<file path="config.mk">
export PLATFORM = sky130hd
export DESIGN_NAME = sdc_conv_ctrl
export DESIGN_NICKNAME = d
export VERILOG_FILES = /design/src/sdc_pkg.sv /design/src/sdc_conv_ctrl.sv /design/src/sdc_sinc3.sv
export SDC_FILE = /design/constraint.sdc
export NUM_CORES = 1
export LEC_CHECK = 0
export ABC_AREA = 1
export BUFFER_PORTS_ARGS = -buffer_cell sky130_fd_sc_hd__buf_2
export CORE_MARGIN = 2
export CORE_UTILIZATION = 25
export DETAILED_ROUTE_END_ITERATION = 12
export GPL_TIMING_DRIVEN = 0
export SLEW_MARGIN = 20
export SYNTH_ARGS = -nofsm -noshare
export SYNTH_HDL_FRONTEND = slang
export SYNTH_HIERARCHICAL = 1
export SYNTH_SLANG_ARGS = --single-unit
</file>
<file path="constraint.sdc">
create_clock -name clock -period 13.63 [get_ports clock]
set_input_delay 2.726 -clock clock [delete_from_list [all_inputs] [get_ports clock]]
set_output_delay 2.726 -clock clock [all_outputs]
set_load 0.1 [all_outputs]
</file>
<file path="src/sdc_pkg.sv">
`default_nettype none
package sdc_pkg;

	// ****************************************************************
	// Sizes
	// ****************************************************************
	localparam int NCH = 5;
	localparam int ACC_W = 34;
	localparam int OUT_W = 24;
	localparam int OSR_SEL_MAX = 5;

	// ****************************************************************
	// Clock rates and settling times
	// ****************************************************************
	localparam int CLK_KHZ = 20000;
	localparam int REF_NORM_KHZ = 4000;
	localparam int REF_LP_KHZ = 500;
	localparam int SETTLE_NORM_NS = 129000;
	localparam int SETTLE_LP_NS = 1032000;
	localparam logic [3:0] REF_DIV_RST = 4'((CLK_KHZ / REF_NORM_KHZ) - 1);
	localparam logic [2:0] LP_REF_LAST = 3'((REF_NORM_KHZ / REF_LP_KHZ) - 1);
	localparam logic [1:0] OS_PER_REF_LAST = 2'h3;
	localparam logic [9:0] SETTLE_NORM_TICKS = 10'((SETTLE_NORM_NS / 1000) * (REF_NORM_KHZ / 1000));
	localparam logic [9:0] SETTLE_LP_TICKS = 10'((SETTLE_LP_NS / 1000) * REF_LP_KHZ / 1000);
	localparam logic [9:0] SYNC_REF_TICKS = 10'h009;
	localparam logic [1:0] SETTLE_OUT_LAST = 2'h2;

	// ****************************************************************
	// Register map, byte addresses
	// ****************************************************************
	localparam logic [7:0] CTRL_OFS = 8'h00;
	localparam logic [7:0] STATUS_OFS = 8'h04;
	localparam logic [7:0] INT_STAT_OFS = 8'h08;
	localparam logic [7:0] INT_CLR_OFS = 8'h0C;
	localparam logic [7:0] INT_EN_OFS = 8'h10;
	localparam logic [2:0] CHCFG_PAGE = 3'h1;
	localparam logic [2:0] DATA_PAGE = 3'h2;

	// Control field positions
	localparam int CTRL_START_BIT = 0;
	localparam int CTRL_LP_BIT = 1;
	localparam int CTRL_DIV_LSB = 4;
	// Channel config field positions
	localparam int CFG_OSR_LSB = 0;
	localparam int CFG_SE_BIT = 3;
	localparam int CFG_NEG_BIT = 4;
	localparam int CFG_SCAN_BIT = 5;
	localparam logic [2:0] CFG_OSR_RST = 3'h2;

	// Sequencer states, Gray along the usual path
	typedef enum logic [1:0] {
		SDC_IDLE = 2'b00,
		SDC_SYNC = 2'b01,
		SDC_SETTLE = 2'b11,
		SDC_CONV = 2'b10
	} sdc_state_t;

endpackage
`default_nettype wire

</file>
<file path="src/sdc_conv_ctrl.sv">
`default_nettype none
module sdc_conv_ctrl (
	input wire logic clock,
	input wire logic arst_n,
	input wire logic hsel,
	input wire logic [31:0] haddr,
	input wire logic [1:0] htrans,
	input wire logic hwrite,
	input wire logic [2:0] hsize,
	input wire logic [31:0] hwdata,
	input wire logic hready,
	output logic hreadyout,
	output logic [31:0] hrdata,
	output logic hresp,
	input wire logic mod_bit,
	output logic mod_enable,
	output logic low_power,
	output logic [2:0] mux_channel,
	output logic noninv_from_mux,
	output logic inv_from_mux,
	output logic irq
);

	localparam int NCH = sdc_pkg::NCH;

	// ****************************************************************
	// Declarations
	// ****************************************************************
	logic start_q, start_d, lp_q, lp_d;
	logic [3:0] ref_div_q, ref_div_d;
	logic [2:0] osr_q [NCH];
	logic [2:0] osr_d [NCH];
	logic [NCH-1:0] se_q, se_d, neg_q, neg_d, scan_q, scan_d;
	logic [sdc_pkg::OUT_W-1:0] data_q [NCH];
	logic [sdc_pkg::OUT_W-1:0] data_d [NCH];
	logic [NCH-1:0] int_stat_q, int_stat_d, int_en_q, int_en_d;
	logic wr_pend_q, wr_pend_d;
	logic [7:0] waddr_q, waddr_d;
	logic [31:0] hrdata_q, hrdata_d;
	logic take;

	logic [3:0] ref_cnt_q, ref_cnt_d;
	logic [2:0] lp_cnt_q, lp_cnt_d;
	logic [1:0] os_cnt_q, os_cnt_d;
	logic [10:0] dec_cnt_q, dec_cnt_d;
	logic ref_tick, settle_tick, os_tick, dec_tick;
	logic [10:0] osr_last;

	sdc_pkg::sdc_state_t st_q, st_d;
	logic [2:0] ch_q, ch_d, nxt_ch;
	logic [9:0] cnt_q, cnt_d;
	logic [1:0] outs_q, outs_d;
	logic pub_q, pub_d;
	logic [2:0] pub_ch_q, pub_ch_d;
	logic filt_clr;
	logic publish;
	logic route_p_q, route_p_d, route_n_q, route_n_d;
	logic flt_valid;
	logic [sdc_pkg::OUT_W-1:0] flt_data;
	logic [3:0] flt_shift;
	logic [2:0] cur_osr;

	// Next enabled channel after the current one, wrapping
	function automatic logic [2:0] next_scan(input logic [2:0] cur, input logic [NCH-1:0] en);
		logic [2:0] res;
		logic found;
		logic [2:0] idx;
		res = cur;
		found = 1'b0;
		for (int k = 1; k <= NCH; k++) begin
			idx = 3'((int'(cur) + k) % NCH);
			if (!found && en[idx]) begin
				res = idx;
				found = 1'b1;
			end
		end
		return res;
	endfunction

	// ****************************************************************
	// AHB-Lite slave and register file
	// ****************************************************************
	assign take = hsel && htrans[1] && hready;
	assign hreadyout = 1'b1;
	assign hresp = 1'b0;
	assign hrdata = hrdata_q;
	assign publish = (st_q == sdc_pkg::SDC_CONV) && flt_valid && (outs_q == sdc_pkg::SETTLE_OUT_LAST);

	// Register next values, read mux and event capture
	always_comb begin
		start_d = start_q;
		lp_d = lp_q;
		ref_div_d = ref_div_q;
		osr_d = osr_q;
		se_d = se_q;
		neg_d = neg_q;
		scan_d = scan_q;
		data_d = data_q;
		int_en_d = int_en_q;
		int_stat_d = int_stat_q;
		wr_pend_d = take && hwrite;
		waddr_d = take ? haddr[7:0] : waddr_q;
		hrdata_d = hrdata_q;
		if (wr_pend_q) begin
			if (waddr_q == sdc_pkg::CTRL_OFS) begin
				start_d = hwdata[sdc_pkg::CTRL_START_BIT];
				lp_d = hwdata[sdc_pkg::CTRL_LP_BIT];
				ref_div_d = hwdata[sdc_pkg::CTRL_DIV_LSB +: 4];
			end
			if (waddr_q == sdc_pkg::INT_EN_OFS) begin
				int_en_d = hwdata[NCH-1:0];
			end
			if (waddr_q == sdc_pkg::INT_CLR_OFS) begin
				int_stat_d = int_stat_q & ~hwdata[NCH-1:0];
			end
			if (waddr_q[7:5] == sdc_pkg::CHCFG_PAGE && int'(waddr_q[4:2]) < NCH) begin
				osr_d[waddr_q[4:2]] = hwdata[sdc_pkg::CFG_OSR_LSB +: 3];
				se_d[waddr_q[4:2]] = hwdata[sdc_pkg::CFG_SE_BIT];
				neg_d[waddr_q[4:2]] = hwdata[sdc_pkg::CFG_NEG_BIT];
				scan_d[waddr_q[4:2]] = hwdata[sdc_pkg::CFG_SCAN_BIT];
			end
		end
		// sample stored first, flag next cycle
		if (publish) begin
			data_d[ch_q] = flt_data;
		end
		if (pub_q) begin
			int_stat_d[pub_ch_q] = 1'b1;
		end
		if (take && !hwrite) begin
			hrdata_d = 32'h0000_0000;
			if (haddr[7:0] == sdc_pkg::CTRL_OFS) begin
				hrdata_d[sdc_pkg::CTRL_START_BIT] = start_q;
				hrdata_d[sdc_pkg::CTRL_LP_BIT] = lp_q;
				hrdata_d[sdc_pkg::CTRL_DIV_LSB +: 4] = ref_div_q;
			end
			if (haddr[7:0] == sdc_pkg::STATUS_OFS) begin
				hrdata_d[1:0] = st_q;
				hrdata_d[4:2] = ch_q;
			end
			if (haddr[7:0] == sdc_pkg::INT_STAT_OFS) begin
				hrdata_d[NCH-1:0] = int_stat_q;
			end
			if (haddr[7:0] == sdc_pkg::INT_EN_OFS) begin
				hrdata_d[NCH-1:0] = int_en_q;
			end
			if (haddr[7:5] == sdc_pkg::CHCFG_PAGE && int'(haddr[4:2]) < NCH) begin
				hrdata_d[sdc_pkg::CFG_OSR_LSB +: 3] = osr_q[haddr[4:2]];
				hrdata_d[sdc_pkg::CFG_SE_BIT] = se_q[haddr[4:2]];
				hrdata_d[sdc_pkg::CFG_NEG_BIT] = neg_q[haddr[4:2]];
				hrdata_d[sdc_pkg::CFG_SCAN_BIT] = scan_q[haddr[4:2]];
			end
			if (haddr[7:5] == sdc_pkg::DATA_PAGE && int'(haddr[4:2]) < NCH) begin
				hrdata_d[sdc_pkg::OUT_W-1:0] = data_q[haddr[4:2]];
			end
		end
	end

	// Register file flops
	always_ff @(posedge clock or negedge arst_n) begin
		if (!arst_n) begin
			start_q <= 1'b0;
			lp_q <= 1'b0;
			ref_div_q <= sdc_pkg::REF_DIV_RST;
			osr_q <= '{default: sdc_pkg::CFG_OSR_RST};
			se_q <= '0;
			neg_q <= '0;
			scan_q <= '0;
			data_q <= '{default: '0};
			int_en_q <= '0;
			int_stat_q <= '0;
			wr_pend_q <= 1'b0;
			waddr_q <= 8'h00;
			hrdata_q <= 32'h0000_0000;
		end else begin
			start_q <= start_d;
			lp_q <= lp_d;
			ref_div_q <= ref_div_d;
			osr_q <= osr_d;
			se_q <= se_d;
			neg_q <= neg_d;
			scan_q <= scan_d;
			data_q <= data_d;
			int_en_q <= int_en_d;
			int_stat_q <= int_stat_d;
			wr_pend_q <= wr_pend_d;
			waddr_q <= waddr_d;
			hrdata_q <= hrdata_d;
		end
	end

	// Level interrupt while an enabled status bit is set
	assign irq = |(int_stat_q & int_en_q);

	// ****************************************************************
	// Clock dividers
	// ****************************************************************
	assign cur_osr = (osr_q[ch_q] > 3'(sdc_pkg::OSR_SEL_MAX)) ? 3'(sdc_pkg::OSR_SEL_MAX) : osr_q[ch_q];
	assign osr_last = 11'((32'd64 << cur_osr) - 1);
	assign flt_shift = 4'(3 * (sdc_pkg::OSR_SEL_MAX - int'(cur_osr)));
	assign ref_tick = (st_q != sdc_pkg::SDC_IDLE) && (ref_cnt_q == ref_div_q);
	// low-power reference is eighth of 4 MHz
	assign settle_tick = ref_tick && (!lp_q || lp_cnt_q == sdc_pkg::LP_REF_LAST);
	// modulator rate is quarter of reference
	assign os_tick = settle_tick && (os_cnt_q == sdc_pkg::OS_PER_REF_LAST);
	assign dec_tick = os_tick && (dec_cnt_q == osr_last) && (st_q == sdc_pkg::SDC_CONV);

	// Divider next values
	always_comb begin
		ref_cnt_d = ref_tick ? 4'h0 : ref_cnt_q + 4'h1;
		lp_cnt_d = ref_tick ? lp_cnt_q + 3'h1 : lp_cnt_q;
		os_cnt_d = settle_tick ? os_cnt_q + 2'h1 : os_cnt_q;
		dec_cnt_d = dec_cnt_q;
		if (os_tick) begin
			dec_cnt_d = dec_tick ? 11'h000 : dec_cnt_q + 11'h001;
		end
		// conversion opens a whole modulator period
		if (filt_clr) begin
			dec_cnt_d = 11'h000;
			os_cnt_d = 2'h0;
		end
		if (st_q == sdc_pkg::SDC_IDLE) begin
			ref_cnt_d = 4'h0;
			lp_cnt_d = 3'h0;
			os_cnt_d = 2'h0;
			dec_cnt_d = 11'h000;
		end
	end

	// Divider flops
	always_ff @(posedge clock or negedge arst_n) begin
		if (!arst_n) begin
			ref_cnt_q <= 4'h0;
			lp_cnt_q <= 3'h0;
			os_cnt_q <= 2'h0;
			dec_cnt_q <= 11'h000;
		end else begin
			ref_cnt_q <= ref_cnt_d;
			lp_cnt_q <= lp_cnt_d;
			os_cnt_q <= os_cnt_d;
			dec_cnt_q <= dec_cnt_d;
		end
	end

	// ****************************************************************
	// Scan sequencer
	// ****************************************************************
	assign nxt_ch = next_scan(ch_q, scan_q);
	assign filt_clr = (st_q == sdc_pkg::SDC_SETTLE) && settle_tick && (cnt_q == cnt_last(lp_q));

	// Settling length in reference ticks for the mode
	function automatic logic [9:0] cnt_last(input logic lp);
		return lp ? sdc_pkg::SETTLE_LP_TICKS - 10'h001 : sdc_pkg::SETTLE_NORM_TICKS - 10'h001;
	endfunction

	// Sequencer next state
	always_comb begin
		st_d = st_q;
		ch_d = ch_q;
		cnt_d = cnt_q;
		outs_d = outs_q;
		pub_d = publish;
		pub_ch_d = publish ? ch_q : pub_ch_q;
		unique case (st_q)
			sdc_pkg::SDC_IDLE: begin
				cnt_d = 10'h000;
				if (start_q && |scan_q) begin
					ch_d = next_scan(3'(NCH - 1), scan_q);
					st_d = sdc_pkg::SDC_SYNC;
				end
			end
			sdc_pkg::SDC_SYNC: begin
				if (settle_tick) begin
					cnt_d = cnt_q + 10'h001;
					if (cnt_q == sdc_pkg::SYNC_REF_TICKS - 10'h001) begin
						cnt_d = 10'h000;
						st_d = sdc_pkg::SDC_SETTLE;
					end
				end
			end
			sdc_pkg::SDC_SETTLE: begin
				if (settle_tick) begin
					cnt_d = cnt_q + 10'h001;
				end
				if (filt_clr) begin
					cnt_d = 10'h000;
					outs_d = 2'h0;
					st_d = sdc_pkg::SDC_CONV;
				end
			end
			sdc_pkg::SDC_CONV: begin
				if (flt_valid && outs_q != sdc_pkg::SETTLE_OUT_LAST) begin
					outs_d = outs_q + 2'h1;
				end
				if (publish && nxt_ch != ch_q) begin
					ch_d = nxt_ch;
					st_d = sdc_pkg::SDC_SETTLE;
				end
			end
		endcase
		if (!start_q) begin
			st_d = sdc_pkg::SDC_IDLE;
		end
		route_p_d = !(se_q[ch_d] && neg_q[ch_d]);
		route_n_d = !(se_q[ch_d] && !neg_q[ch_d]);
	end

	// Sequencer flops
	always_ff @(posedge clock or negedge arst_n) begin
		if (!arst_n) begin
			st_q <= sdc_pkg::SDC_IDLE;
			ch_q <= 3'h0;
			cnt_q <= 10'h000;
			outs_q <= 2'h0;
			pub_q <= 1'b0;
			pub_ch_q <= 3'h0;
			route_p_q <= 1'b1;
			route_n_q <= 1'b1;
		end else begin
			st_q <= st_d;
			ch_q <= ch_d;
			cnt_q <= cnt_d;
			outs_q <= outs_d;
			pub_q <= pub_d;
			pub_ch_q <= pub_ch_d;
			route_p_q <= route_p_d;
			route_n_q <= route_n_d;
		end
	end

	assign mod_enable = (st_q != sdc_pkg::SDC_IDLE);
	assign low_power = lp_q;
	assign mux_channel = ch_q;
	assign noninv_from_mux = route_p_q;
	assign inv_from_mux = route_n_q;

	// ****************************************************************
	// Decimation filter
	// ****************************************************************
	// filter paced only by divided ticks
	sdc_sinc3 u_sinc3 (
		.clock(clock),
		.arst_n(arst_n),
		.clr(filt_clr),
		.os_tick(os_tick),
		.bit_in(mod_bit),
		.dec_tick(dec_tick),
		.shift(flt_shift),
		.out_valid(flt_valid),
		.out_data(flt_data)
	);

endmodule
`default_nettype wire

</file>
<file path="src/sdc_sinc3.sv">
`default_nettype none
module sdc_sinc3 #(
	parameter int ACC_W = sdc_pkg::ACC_W,
	parameter int OUT_W = sdc_pkg::OUT_W
) (
	input wire logic clock,
	input wire logic arst_n,
	input wire logic clr,
	input wire logic os_tick,
	input wire logic bit_in,
	input wire logic dec_tick,
	input wire logic [3:0] shift,
	output logic out_valid,
	output logic [OUT_W-1:0] out_data
);

	// ****************************************************************
	// Integrators at modulator rate, combs at output rate
	// ****************************************************************
	logic [ACC_W-1:0] int_q [3];
	logic [ACC_W-1:0] int_d [3];
	logic [ACC_W-1:0] dly_q [3];
	logic [ACC_W-1:0] dly_d [3];
	logic [ACC_W-1:0] diff [3];
	logic [ACC_W-1:0] scaled;
	logic valid_d;
	logic valid_q;
	logic [OUT_W-1:0] data_d;
	logic [OUT_W-1:0] data_q;

	// Next values of the cascades
	always_comb begin
		int_d = int_q;
		dly_d = dly_q;
		valid_d = 1'b0;
		data_d = data_q;
		if (os_tick) begin
			int_d[0] = int_q[0] + ACC_W'(bit_in);
			int_d[1] = int_q[1] + int_q[0];
			int_d[2] = int_q[2] + int_q[1];
		end
		// Combs see this tick's sample, so full scale is exact
		diff[0] = int_d[2] - dly_q[0];
		diff[1] = diff[0] - dly_q[1];
		diff[2] = diff[1] - dly_q[2];
		scaled = diff[2] << shift;
		if (dec_tick) begin
			dly_d[0] = int_d[2];
			dly_d[1] = diff[0];
			dly_d[2] = diff[1];
			data_d = scaled[ACC_W-1 -: OUT_W];
			valid_d = 1'b1;
		end
		if (clr) begin
			int_d = '{default: '0};
			dly_d = '{default: '0};
			valid_d = 1'b0;
		end
	end

	// State registers
	always_ff @(posedge clock or negedge arst_n) begin
		if (!arst_n) begin
			int_q <= '{default: '0};
			dly_q <= '{default: '0};
			valid_q <= 1'b0;
			data_q <= '0;
		end else begin
			int_q <= int_d;
			dly_q <= dly_d;
			valid_q <= valid_d;
			data_q <= data_d;
		end
	end

	assign out_valid = valid_q;
	assign out_data = data_q;

endmodule
`default_nettype wire
</file>
==> impl_metrics.env <==
export IMPL_layout_cells_non_filler=6220
export IMPL_grt_max_degree=95
export IMPL_synthToLayoutAreaGrowth_pct=13.8
export IMPL_drv_slew=0
export IMPL_yosysWarnings=6
export IMPL_cp_required_ns=14.15
export IMPL_max_stage_delay_ns=0.68
export IMPL_cp_end_kind="register"
export IMPL_viasPerCell=4.76
export IMPL_grt_pass1_vias=28021
export IMPL_max_cap_violations=0
export IMPL_setup_tns_ns=0
export IMPL_reg2regPathDepth=44
export IMPL_cp_data_arrival_time_ns=11.17
export IMPL_multiInputGateArea_sq_um=17600
export IMPL_startpoint_type="register"
export IMPL_core_rowCount=131
export IMPL_min_from="hrdata[14]"
export IMPL_peakVddDrop_mv=0.146
export IMPL_met1_length_um=45600
export IMPL_highest_layer="met4"
export IMPL_die_area_sq_um=132000
export IMPL_synth_most_common_cell="nand2_1"
export IMPL_worst_slew_pin_slew_ns=1.04
export IMPL_syn_inst=4392
export IMPL_design_area_sq_um=36600
export IMPL_yosys_top_cells_area="dfrtp_1 (36%), nand2_1 (12%), ha_1 (7.9%), o21ai_0 (7.1%), inv_1 (6.5%)"
export IMPL_post_cts_resized=0
export IMPL_hpwl_um=73600
export IMPL_seqCellArea_sq_um=11800
export IMPL_r2r_start="ref_div_q[1]"
export IMPL_gp_congestion=0.919
export IMPL_cts_max_path_buffers=3
export IMPL_synth_avg_cell_area_sq_um=7.33
export IMPL_synth_seq_cells=471
export IMPL_holdPathStages=2
export IMPL_final_antenna_net_count=0
export IMPL_status="finished, final reports clean"
export IMPL_holdCritPathClass="reg -> reg"
export IMPL_grt_pass1_wl_um=152000
export IMPL_fin_nets=4798
export IMPL_drive_gt1_frac=0.0658
export IMPL_initial_utilization=0.252
export IMPL_synth_edf_count=0
export IMPL_dp_cells=6121
export IMPL_dieWidth_um=363
export IMPL_leakage_nw=17.8
export IMPL_drc=0
export IMPL_clk_pin_slew_ns=0.06
export IMPL_syn_cell_area_sq_um=32200
export IMPL_synth_top_cells_by_count="nand2_1 (1035), inv_1 (561), dfrtp_1 (463), o21ai_0 (455), a21oi_1 (329)"
export IMPL_crit_slowest_cell="clkbuf_1"
export IMPL_wl_met3_um=5430
export IMPL_placed_area_sq_um=34700
export IMPL_cpLargestDelayFamily="simple AND/OR/NAND/NOR gates"
export IMPL_synth_largest_area_cell="dfrtp_1"
export IMPL_relSlewSlack=0.299
export IMPL_insertion_delay_ns=0.64
export IMPL_worst_path_most_repeated_cell="nand2_1"
export IMPL_timing_final_crit_share=0.781
export IMPL_cp_num_cells=44
export IMPL_synth_async_reset_ratio=1.00
export IMPL_io_buffers=53
export IMPL_cts_root_buffer="clkbuf_16"
export IMPL_synth_cell_types=74
export IMPL_crit_type="reg -> reg"
export IMPL_post_drt_wl_per_cell_um=15.1
export IMPL_finalHoldViolations=0
export IMPL_cts_made_buffers=54
export IMPL_setup_viol=0
export IMPL_crit_buf_inv=6
export IMPL_fin_crit_ns=10.64
export IMPL_crit_path_start="ref_div_q[1]"
export IMPL_synth_top_area_share=0.360
export IMPL_htree_levels=2
export IMPL_finalWorstSetupSlack_ns=2.99
export IMPL_fillers=13839
export IMPL_drt_initial_drc_count=2477
export IMPL_crit_fanout=10
export IMPL_ios=117
export IMPL_fp_dieH_um=363
export IMPL_place_ws_ns=3.06
export IMPL_holdWs_ns=0.480
export IMPL_powerDensity_nw_per_um2=161
export IMPL_cts_tree="yes"
export IMPL_num_vias=29630
export IMPL_finClkSkew_ns=0.0287
export IMPL_route_final_wire_length_um=94000
export IMPL_dr_pass1_iters=5
export IMPL_postCtsSetupRepairBufs=0
export IMPL_wl_met2_um=41400
export IMPL_ys_flop_type="dfrtp_1"
export IMPL_core_area_sq_um=128000
export IMPL_fmax_ghz=0.0939
export IMPL_clkSinkCount=471
export IMPL_cts_hold_buf=0
export IMPL_n_antenna_cell=0
export IMPL_grt_usage=0.141
export IMPL_grt_ovfl_total=0
export IMPL_antenna_found_initial=4
export IMPL_ys_seq_area_frac=0.367
export IMPL_rsz0062_at_grt="false"
-- sequential cells by signal, summed over array words and instances, names as in the netlist, 3 cells and up --
register	count
lp_cnt_q	3
se_q	5
u_sinc3/int_q	102
osr_q	15
ref_div_q	4
cnt_q	10
data_q	120
u_sinc3/dly_q	102
int_en_q	5
ref_cnt_q	4
mux_channel	3
neg_q	5
scan_q	5
int_stat_q	5
pub_ch_q	3
dec_cnt_q	11
hrdata	24
waddr_q	8
u_sinc3/out_data	24
-- metrics by stage --
| stage | util | power, W |
|---|---|---|
| finish | 0.287 | 0.00590 |
| global placement | 0.271 | 0.00434 |
| detailed placement | 0.272 | 0.00435 |
| CTS | 0.287 | 0.00591 |
| global route | 0.287 | 0.00636 |
| floorplan | - | 0.00367 |
-- layout by cell type, fill, tap and decap left out, drive strengths merged, types with 10 or more instances in the layout --
cell,instances
nand2,1062
inv,580
o21ai,478
dfrtp,463
a21oi,332
nor2,296
nand3,254
ha,203
clkbuf,184
xor2,92
buf,91
a31oi,55
xnor2,48
nor3,43
nand4,32
or2,31
o22ai,28
o31ai,26
clkinv,24
o211ai,23
o21bai,23
nor4,20
o21a,18
o221ai,18
a21boi,14
a21o,13
a211oi,12
conb,10
-- path summary, 6_finish.rpt --
kind	slack (ns)	end
max in group asynchronous	10.34	data_q[73]
max reg2reg	2.99	u_sinc3/out_data[19]
min	0.48	hrdata[14]
max	2.99	u_sinc3/out_data[19]
min in group asynchronous	2.01	u_sinc3/int_q[75]
min reg2reg	0.48	hrdata[14]
-- power by group --
group          internal, W  switching, W
registers          0.00145     0.0000553
clock network     0.000911      0.000627
logic             0.000839       0.00202
-- kinds of logic after synthesis --
group	count (synthesis)	synth area share
flip-flops	471	0.367
other	2	0.000233
adder cells (fa/ha/maj)	208	0.0820
multiplexers	13	0.00428
AO/OA/AOI/OAI	1079	0.190
AND/OR/NAND/NOR	1752	0.232
XOR/XNOR	140	0.0383
buffers and inverters	727	0.0865
-- worst min-delay path, stage by stage, from the launching register on --
cell,delay (ns)
dfrtp_1,0.34
nand2_1,0.05
o31ai_1,0.05
-- per-layer routing --
layer / GRT usage / vias to the layer above
met4: 0.0277 / 0
met2: 0.221 / 744
met3: 0.0196 / 116
li1: - / 14844
met5: 0 / -
met1: 0.204 / 13926
-- cell type report --
cell class	count	area share
multi-input combinational	3202	0.482
sequential	471	0.322
inverter	587	0.0602
tap	1662	0.0568
clock buffer	76	0.0435
buffer	140	0.0159
timing repair buffer	59	0.0115
clock inverter	23	0.00793
No activity file was read; power rests on OpenSTA's default activity.
